**src/hdl/dbi_pkg.sv**
```systemverilog
// Purpose: shared constants and types for the field insert bridge
// Assumes: AHB-lite style 32-bit buses, one clock
// Notes: decoration field positions and bus encodings live here
`default_nettype none

package dbi_pkg;

  // Decoration fields of the incoming address
  localparam int unsigned TOP_BIT = 31;
  localparam int unsigned REGION_HI = 30;
  localparam int unsigned REGION_LO = 29;
  localparam int unsigned INS_FLAG_BIT = 28;
  localparam int unsigned LSB_HI = 27;
  localparam int unsigned LSB_LO = 23;
  localparam int unsigned WM1_HI = 22;
  localparam int unsigned WM1_LO = 19;
  localparam int unsigned LANE_HI = 1;
  localparam int unsigned LANE_LO = 0;

  // Region codes in address bits 30:29
  localparam logic [1:0] REGION_SRAM_U = 2'h1;
  localparam logic [1:0] REGION_PERIPH = 2'h2;

  // Strips the decoration, keeps region and 19-bit offset
  localparam logic [31:0] REAL_ADDR_MASK = 32'he007ffff;

  // Bus encodings
  localparam logic [1:0] HTRANS_IDLE = 2'h0;
  localparam logic [1:0] HTRANS_NONSEQ = 2'h2;
  localparam int unsigned HTRANS_ACTIVE_BIT = 1;
  localparam logic [2:0] HSIZE_BYTE = 3'h0;
  localparam logic [2:0] HSIZE_HALF = 3'h1;
  localparam logic [2:0] HSIZE_WORD = 3'h2;

  // Container masks per transfer size
  localparam logic [31:0] CONT_MASK_BYTE = 32'h000000ff;
  localparam logic [31:0] CONT_MASK_HALF = 32'h0000ffff;
  localparam logic [31:0] CONT_MASK_WORD = 32'hffffffff;

  // Reset values
  localparam logic [31:0] WORD_ZERO = 32'h00000000;
  localparam logic [2:0] PROT_ZERO3 = 3'h0;
  localparam logic [3:0] PROT_RESET = 4'h0;

  // Bridge sequencer states
  typedef enum logic [2:0] {
    ST_IDLE,
    ST_ADDR,
    ST_PASS,
    ST_INS_RD,
    ST_INS_WA,
    ST_INS_WD,
    ST_ERR
  } dbi_state_type;

endpackage : dbi_pkg

`default_nettype wire

```
**src/hdl/dbi_bridge.sv**
```systemverilog
// Purpose: bus bridge that turns decorated stores into field inserts
// Assumes: one master, one slave side, one clock, AHB-lite signalling
// Notes: one transfer at a time; plain transfers pass unchanged
//
// Behaviour
// - Write with address bit 28 means insert
// - Bits 30:29 pick SRAM_U or peripheral space
// - Field lsb from address bits 27:23
// - Width minus one from address bits 22:19
// - Only bits 18:0 form the offset
// - Slave address is decorated address masked
// - Mask of w+1 ones shifted by lsb
// - Byte, halfword and word containers supported
// - Field bits beyond container are dropped
// - Read and write-back are one indivisible pair
// - First cycle turns master write into read
// - Third cycle reissues address as write
// - Read data merged and registered
// - Fourth cycle drives merged data out
// - Slave wait states stall master equally
`timescale 1ns/1ps
`default_nettype none

module dbi_bridge
  import dbi_pkg::*;
(
  input wire logic CLOCK_IN,
  input wire logic SRST_IN,
  input wire logic CE_IN,
  input wire logic [31:0] M_HADDR_IN,
  input wire logic [1:0] M_HTRANS_IN,
  input wire logic M_HWRITE_IN,
  input wire logic [2:0] M_HSIZE_IN,
  input wire logic [3:0] M_HPROT_IN,
  input wire logic [31:0] M_HWDATA_IN,
  input wire logic M_HREADY_IN,
  output var logic [31:0] M_HRDATA_OUT,
  output var logic M_HREADYOUT_OUT,
  output var logic M_HRESP_OUT,
  output var logic [31:0] S_HADDR_OUT,
  output var logic [1:0] S_HTRANS_OUT,
  output var logic S_HWRITE_OUT,
  output var logic [2:0] S_HSIZE_OUT,
  output var logic [3:0] S_HPROT_OUT,
  output var logic [31:0] S_HWDATA_OUT,
  input wire logic [31:0] S_HRDATA_IN,
  input wire logic S_HREADY_IN,
  input wire logic S_HRESP_IN
);

  dbi_state_type state_reg, state_next; // Sequencer state
  logic [31:0] addr_reg, addr_next; // Decorated address as taken
  logic [2:0] size_reg, size_next; // Transfer size as taken
  logic write_reg, write_next; // Master direction as taken
  logic ins_reg, ins_next; // Transfer is a field insert
  logic [31:0] wdata_reg, wdata_next; // Field operand from the master
  logic [31:0] m_hrdata_reg, m_hrdata_next; // Read data to master
  logic m_hready_reg, m_hready_next; // Ready to master
  logic m_hresp_reg, m_hresp_next; // Error to master
  logic [31:0] s_haddr_reg, s_haddr_next; // Slave address
  logic [1:0] s_htrans_reg, s_htrans_next; // Slave transfer type
  logic s_hwrite_reg, s_hwrite_next; // Slave direction
  logic [2:0] s_hsize_reg, s_hsize_next; // Slave size
  logic [3:0] s_hprot_reg, s_hprot_next; // Slave protection
  logic [31:0] s_hwdata_reg, s_hwdata_next; // Slave write data
  logic take; // Master address phase accepted now
  logic region_ok; // Address lies in a decorated region
  logic is_ins; // Incoming transfer decodes as insert
  logic [31:0] merge_data; // Merged container, lane-replicated

  // Decode the decoration of the incoming address
  always_comb
  begin
    take = M_HREADY_IN && M_HTRANS_IN[HTRANS_ACTIVE_BIT];
    // Upper SRAM or peripheral space only
    region_ok = !M_HADDR_IN[TOP_BIT] &&
      ((M_HADDR_IN[REGION_HI:REGION_LO] == REGION_SRAM_U) ||
       (M_HADDR_IN[REGION_HI:REGION_LO] == REGION_PERIPH));
    // Write with the insert flag set
    is_ins = M_HWRITE_IN && M_HADDR_IN[INS_FLAG_BIT] && region_ok;
  end

  // Field merge of read data and the held operand
  dbi_merge u_merge (
    .rdata_in(S_HRDATA_IN),
    .wdata_in(wdata_reg),
    .lsb_in(addr_reg[LSB_HI:LSB_LO]),
    .wm1_in(addr_reg[WM1_HI:WM1_LO]),
    .size_in(size_reg),
    .lane_in(addr_reg[LANE_HI:LANE_LO]),
    .merged_out(merge_data)
  );

  // Next-state logic of the sequencer and both bus sides
  always_comb
  begin
    state_next = state_reg;
    addr_next = addr_reg;
    size_next = size_reg;
    write_next = write_reg;
    ins_next = ins_reg;
    wdata_next = wdata_reg;
    m_hrdata_next = m_hrdata_reg;
    m_hready_next = m_hready_reg;
    m_hresp_next = m_hresp_reg;
    s_haddr_next = s_haddr_reg;
    s_htrans_next = s_htrans_reg;
    s_hwrite_next = s_hwrite_reg;
    s_hsize_next = s_hsize_reg;
    s_hprot_next = s_hprot_reg;
    s_hwdata_next = s_hwdata_reg;
    case (state_reg)
      // Waiting for a master address phase
      ST_IDLE:
      begin
        m_hresp_next = 1'b0;
        s_htrans_next = HTRANS_IDLE;
        if (take)
        begin
          // Capture address and attributes
          addr_next = M_HADDR_IN;
          size_next = M_HSIZE_IN;
          write_next = M_HWRITE_IN;
          ins_next = is_ins;
          m_hready_next = 1'b0;
          s_htrans_next = HTRANS_NONSEQ;
          s_hsize_next = M_HSIZE_IN;
          s_hprot_next = M_HPROT_IN;
          if (is_ins)
          begin
            // Decoration removed, offset is bits 18:0
            s_haddr_next = M_HADDR_IN & REAL_ADDR_MASK;
            // Master write becomes a slave read
            s_hwrite_next = 1'b0;
          end
          else
          begin
            // Untouched forward of any other access
            s_haddr_next = M_HADDR_IN;
            s_hwrite_next = M_HWRITE_IN;
          end
          state_next = ST_ADDR;
        end
      end
      // Slave address phase on the bus; master data now valid
      ST_ADDR:
      begin
        s_htrans_next = HTRANS_IDLE;
        wdata_next = M_HWDATA_IN;
        if (ins_reg)
        begin
          state_next = ST_INS_RD;
        end
        else
        begin
          s_hwdata_next = M_HWDATA_IN;
          state_next = ST_PASS;
        end
      end
      // Plain data phase; waits reach the master
      ST_PASS:
      begin
        if (S_HREADY_IN)
        begin
          m_hrdata_next = write_reg ? m_hrdata_reg : S_HRDATA_IN;
          if (S_HRESP_IN)
          begin
            m_hresp_next = 1'b1;
            state_next = ST_ERR;
          end
          else
          begin
            m_hready_next = 1'b1;
            state_next = ST_IDLE;
          end
        end
      end
      // Read data phase of the insert
      ST_INS_RD:
      begin
        if (S_HREADY_IN)
        begin
          if (S_HRESP_IN)
          begin
            // Failed read: no write-back, error to master
            m_hresp_next = 1'b1;
            state_next = ST_ERR;
          end
          else
          begin
            s_hwdata_next = merge_data;
            // Same location reissued as a write
            s_htrans_next = HTRANS_NONSEQ;
            s_hwrite_next = 1'b1;
            state_next = ST_INS_WA;
          end
        end
      end
      // Write address phase; merged data already held
      ST_INS_WA:
      begin
        s_htrans_next = HTRANS_IDLE;
        state_next = ST_INS_WD;
      end
      // Write data phase drives merged data
      ST_INS_WD:
      begin
        if (S_HREADY_IN)
        begin
          if (S_HRESP_IN)
          begin
            m_hresp_next = 1'b1;
            state_next = ST_ERR;
          end
          else
          begin
            m_hready_next = 1'b1;
            state_next = ST_IDLE;
          end
        end
      end
      // First cycle of the two-cycle error answer
      ST_ERR:
      begin
        m_hready_next = 1'b1;
        state_next = ST_IDLE;
      end
      default:
      begin
        state_next = ST_IDLE;
        m_hready_next = 1'b1;
        s_htrans_next = HTRANS_IDLE;
      end
    endcase
  end

  // State registers; synchronous reset wins, otherwise clock enable low freezes everything
  always_ff @(posedge CLOCK_IN)
  begin
    if (SRST_IN)
    begin
      state_reg <= ST_IDLE;
      addr_reg <= WORD_ZERO;
      size_reg <= PROT_ZERO3;
      write_reg <= 1'b0;
      ins_reg <= 1'b0;
      wdata_reg <= WORD_ZERO;
      m_hrdata_reg <= WORD_ZERO;
      m_hready_reg <= 1'b1;
      m_hresp_reg <= 1'b0;
      s_haddr_reg <= WORD_ZERO;
      s_htrans_reg <= HTRANS_IDLE;
      s_hwrite_reg <= 1'b0;
      s_hsize_reg <= PROT_ZERO3;
      s_hprot_reg <= PROT_RESET;
      s_hwdata_reg <= WORD_ZERO;
    end
    else if (CE_IN)
    begin
      state_reg <= state_next;
      addr_reg <= addr_next;
      size_reg <= size_next;
      write_reg <= write_next;
      ins_reg <= ins_next;
      wdata_reg <= wdata_next;
      m_hrdata_reg <= m_hrdata_next;
      m_hready_reg <= m_hready_next;
      m_hresp_reg <= m_hresp_next;
      s_haddr_reg <= s_haddr_next;
      s_htrans_reg <= s_htrans_next;
      s_hwrite_reg <= s_hwrite_next;
      s_hsize_reg <= s_hsize_next;
      s_hprot_reg <= s_hprot_next;
      s_hwdata_reg <= s_hwdata_next;
    end
  end

  // Outputs come straight from registers
  assign M_HRDATA_OUT = m_hrdata_reg;
  assign M_HREADYOUT_OUT = m_hready_reg;
  assign M_HRESP_OUT = m_hresp_reg;
  assign S_HADDR_OUT = s_haddr_reg;
  assign S_HTRANS_OUT = s_htrans_reg;
  assign S_HWRITE_OUT = s_hwrite_reg;
  assign S_HSIZE_OUT = s_hsize_reg;
  assign S_HPROT_OUT = s_hprot_reg;
  assign S_HWDATA_OUT = s_hwdata_reg;
endmodule : dbi_bridge

`default_nettype wire

```
**src/hdl/dbi_merge.sv**
```systemverilog
// Purpose: field mask and merge for one insert container
// Assumes: write data already right-aligned and lane-replicated
// Notes: purely combinational; result is lane-replicated again
`timescale 1ns/1ps
`default_nettype none

module dbi_merge
  import dbi_pkg::*;
(
  input wire logic [31:0] rdata_in,
  input wire logic [31:0] wdata_in,
  input wire logic [4:0] lsb_in,
  input wire logic [3:0] wm1_in,
  input wire logic [2:0] size_in,
  input wire logic [1:0] lane_in,
  output logic [31:0] merged_out
);

  logic [4:0] shamt; // Lane offset of the container in bits
  logic [31:0] cont_rd; // Read data moved to the low container
  logic [31:0] cont_mask; // Bits that belong to the container
  logic [16:0] ones; // Field width worth of ones
  logic [47:0] wide_mask; // Field ones at their position
  logic [31:0] mask; // Field mask clipped to the container
  logic [31:0] merged; // Container after the insert

  // Form mask and merge the field into the read container
  always_comb
  begin
    shamt = 5'h00;
    cont_mask = CONT_MASK_WORD;
    // Container size follows the originating transfer
    case (size_in)
      HSIZE_BYTE:
      begin
        shamt = {lane_in, 3'h0};
        cont_mask = CONT_MASK_BYTE;
      end
      HSIZE_HALF:
      begin
        shamt = {lane_in[LANE_HI], 4'h0};
        cont_mask = CONT_MASK_HALF;
      end
      default:
      begin
        shamt = 5'h00;
        cont_mask = CONT_MASK_WORD;
      end
    endcase
    cont_rd = rdata_in >> shamt;
    // Width-minus-one plus one ones, moved up to the lsb
    ones = (17'h00001 << ({1'b0, wm1_in} + 5'h01)) - 17'h00001;
    wide_mask = {31'h00000000, ones} << lsb_in;
    // Field bits past the container are dropped
    mask = wide_mask[31:0] & cont_mask;
    // Write data inside the mask, read data outside
    merged = (cont_rd & ~mask) | (wdata_in & mask);
    // Replicate so the slave finds the container on its own lane
    case (size_in)
      HSIZE_BYTE: merged_out = {4{merged[7:0]}};
      HSIZE_HALF: merged_out = {2{merged[15:0]}};
      default: merged_out = merged;
    endcase
  end

endmodule : dbi_merge

`default_nettype wire

```
**config.mk**
```make
export PLATFORM = sky130hd
export DESIGN_NAME = dbi_bridge
export DESIGN_NICKNAME = d
export VERILOG_FILES = /design/src/hdl/dbi_pkg.sv /design/src/hdl/dbi_bridge.sv /design/src/hdl/dbi_merge.sv
export SDC_FILE = /design/constraint.sdc
export NUM_CORES = 1
export LEC_CHECK = 0
export ABC_AREA = 1
export BUFFER_PORTS_ARGS = -buffer_cell sky130_fd_sc_hd__buf_2
export CAP_MARGIN = 10
export CORE_UTILIZATION = 49
export DETAILED_ROUTE_END_ITERATION = 10
export PLACE_DENSITY_LB_ADDON = 0.12
export SYNTH_ARGS = -nofsm -noshare
export SYNTH_HDL_FRONTEND = slang
export SYNTH_SLANG_ARGS = --single-unit
```
**constraint.sdc**
```tcl
create_clock -name CLOCK_IN -period 2.15 [get_ports CLOCK_IN]
set_input_delay 0.1075 -clock CLOCK_IN [delete_from_list [all_inputs] [get_ports CLOCK_IN]]
set_output_delay 0.1075 -clock CLOCK_IN [all_outputs]
set_load 0.02 [all_outputs]
```
==> out/results.ini <==
[synthesis]
yosysSeqAreaShare_pct=35.4
syn_inst=1358
syn_area_per_cell_um2=6.36
synth_cell_types=42
synth_nets=1471
synth-edff-count=0
ys_ff_latch=153
yosys_warnings=0
async_flop_share_pct=0
ys.flop_type=dfxtp_1
synth_area_um2=8640

[timing]
skew_ns=0.0217
hold_viol=1
relSlewSlack_pct=59.9
tightestPinTransition_ns=0.596
hold-worst-slack_ns=-0.000370
timing.final.crit_period_ns=2.29
finalCritPeriodShare_pct=106
setup_viol_count_final=23
fin_setup_tns_ns=-1.80
finalMaxSlewViolations=0
rsz0062_at_grt=true
max_freq_mhz=437
post-route-worst-setup-slack_ns=-0.139

[cts]
tritoncts=built
clock_path_buffers=2
clk_latency_ns=0.44
cts.htree.levels=4
cts_buffers=17
clk_pin_slew_ns=0.07
clock-sinks=153
cts_root_buffer=clkbuf_16

[drt]
drt_pass1_iterations=6
vias=10800
wl_per_cell_um=17.0
ant_nets=0
first_iter_violations=880
viasPerCell=5.58
route.detailed.drc=0
totalWireLength_mm=32.8

[final_layout]
fin_cells=1931
drive_above_1_share_pct=31.4
fill_cells=1376
layout.nets=1806
area_growth_pct=47.1
diodes=0

[floorplan]
rows=48
core_um2=17200
start_util_pct=50.1
dieArea_um2=18200
ioPinCount=220
die_y_um=135
dieWidth_um=135

[worst_setup_path]
cp.required_ns=2.46
worstPathCellList=buf_6 > inv_6 > buf_6 > nand2_4 > nor2_4 > nor2_4 > nand3_4 > nand2_2 > nand3_2 > nand3_2 > nand3_1 > nand2_1 > nand2_1 > o211ai_1 > o21ai_1 > o211ai_1 > a31oi_1
critPathLaunch=addr_reg[19]
reg2regPathDepth=17
critPathKind=reg2reg
cp_slowest_stage_delay_ns=0.36
end_kind=flip-flop
crit_fanout=6
slowest_stage=dfxtp_2
startpoint_type=flip-flop
worstReg2RegStart=addr_reg[19]
arrival_ns=2.60

[grt]
antenna_found_initial=0
grt_usage_pct=35.6
grt_pass1_wl_mm=50.7
grt_max_degree=50
overflow=0
grt_pass1_vias=9884

[place]
port-buffer-count=217
gp_congestion=0.969
dp_slack_ns=-0.250
place_hpwl_mm=22.5
dp.cells=1795

[status]
status=finished with violations
violations=hold timing, setup timing

[power]
vdd_drop_max_mv=0.702
power_density_nw_per_um2=721
p_leak_nw=5.85

[worst_hold_path]
min_path_type=in2reg
holdPathStages=3
hold_path_startpoint=CE_IN

[job]
cap_viol_max_count=0

[through the flow]
| step | util [%] | power (mW) | instance area [um^2] |
|---|---|---|---|
| final | 73.7 | 9.16 | 12700 |
| after CTS | 71.0 | 8.94 | 12200 |
| after global placement | 59.9 | 5.42 | 10300 |
| after global routing | 73.7 | 9.51 | 12700 |
| after detailed placement | 59.9 | 5.44 | 10300 |
| after floorplan | - | 4.62 | 8640 |
[layout by cell type (no fill, tap or decap), types with 4 or more instances in the layout]
cell	n
nor2_1	149
nand3_2	57
clkbuf_16	17
nor2_4	11
o211ai_1	20
o21ai_0	140
nand2_2	38
o21ai_2	12
a21oi_1	131
buf_6	8
a21oi_2	4
inv_2	11
nand3_1	109
buf_4	90
dfxtp_1	148
dlygate4sd3_1	98
nand2_4	10
inv_4	4
nand3_4	5
a21o_1	5
nand3b_1	4
nand2_1	226
o21ai_1	18
inv_1	94
nand4_1	11
inv_6	6
nor2_2	10
dfxtp_2	5
buf_12	6
buf_2	217
[worst max-delay path: cells and delay by family, from the launching register on]
kind / cells / cell delay [ns]
AOI/OAI and AO/OA: 4 / 0.55
DFF: 1 / 0.36
and+or+nand+nor: 10 / 1.01
buffers and inverters: 3 / 0.28
[logic make-up after synthesis]
logic type / after synthesis / synth area share (%)
fa+ha+maj: 1 / 0.145
xor+xnor: 2 / 0.203
compound gates: 344 / 21.0
other cells: 2 / 0.0869
flops: 153 / 35.4
simple gates: 639 / 32.4
buf+inv: 217 / 10.7
[cells in the mapped netlist (3+ instances only)]
cell,n,area share (%)
nor2_4,3,0.39
buf_2,10,0.58
buf_4,20,1.7
dfxtp_1,153,35
o211ai_1,20,1.7
clkbuf_1,67,2.9
inv_1,103,4.5
a31oi_1,3,0.22
nor2_2,5,0.36
a21o_1,5,0.43
buf_1,5,0.22
clkinv_1,3,0.13
o21ai_0,153,8.9
nand2_1,267,12
nand3b_1,4,0.35
nor2_1,162,7.0
inv_2,5,0.22
nand4_1,11,0.80
a22oi_1,3,0.26
nand3_1,158,9.2
nand2_2,7,0.51
o21ai_1,17,0.98
nand3_2,13,1.5
a21oi_1,135,7.8
[per-layer routing]
layer | GRT usage [%] | vias up | wire [um]
li1 | - | 5161 | -
met1 | 46.4 | 4937 | 13500
met2 | 58.3 | 575 | 15500
met3 | 6.76 | 110 | 2720
met4 | 13.5 | 0 | 1110
met5 | 0 | - | 0
[cell type report]
type                            instances  area [um^2]  share of cell area [%]
Multi-Input combinational cell        988         5300                    41.7
Inverter                              113          440                    3.47
Clock buffer                           17          425                    3.35
Clock inverter                         15          224                    1.76
Timing Repair Buffer                  420         2970                    23.4
Sequential cell                       153         3070                    24.1
Tap cell                              225          282                    2.22
[final timing paths]
path / slack [ns] / to
worst min register to register: 0.45 / wdata_reg[31]
worst max register to register: -0.14 / S_HWDATA_OUT[19]
worst max-delay path: -0.14 / S_HWDATA_OUT[19]
worst min-delay path: -0.0004 / M_HREADYOUT_OUT
[where the power goes]
| group | internal [mW] | total (mW) | switching [mW] |
|---|---|---|---|
| Combinational | 0.982 | 2.60 | 1.62 |
| Sequential | 3.08 | 3.22 | 0.145 |
| Clock | 1.90 | 3.34 | 1.44 |
[what timing repair did]
action	in CTS	in global routing
buffers inserted	5	2
resized for setup	75	120
hold buffers	98	0
pin swaps	40	57
endpoints found under the setup margin	30	30
endpoints found under the hold margin	111	0
(Power assumes the default switching activity.)
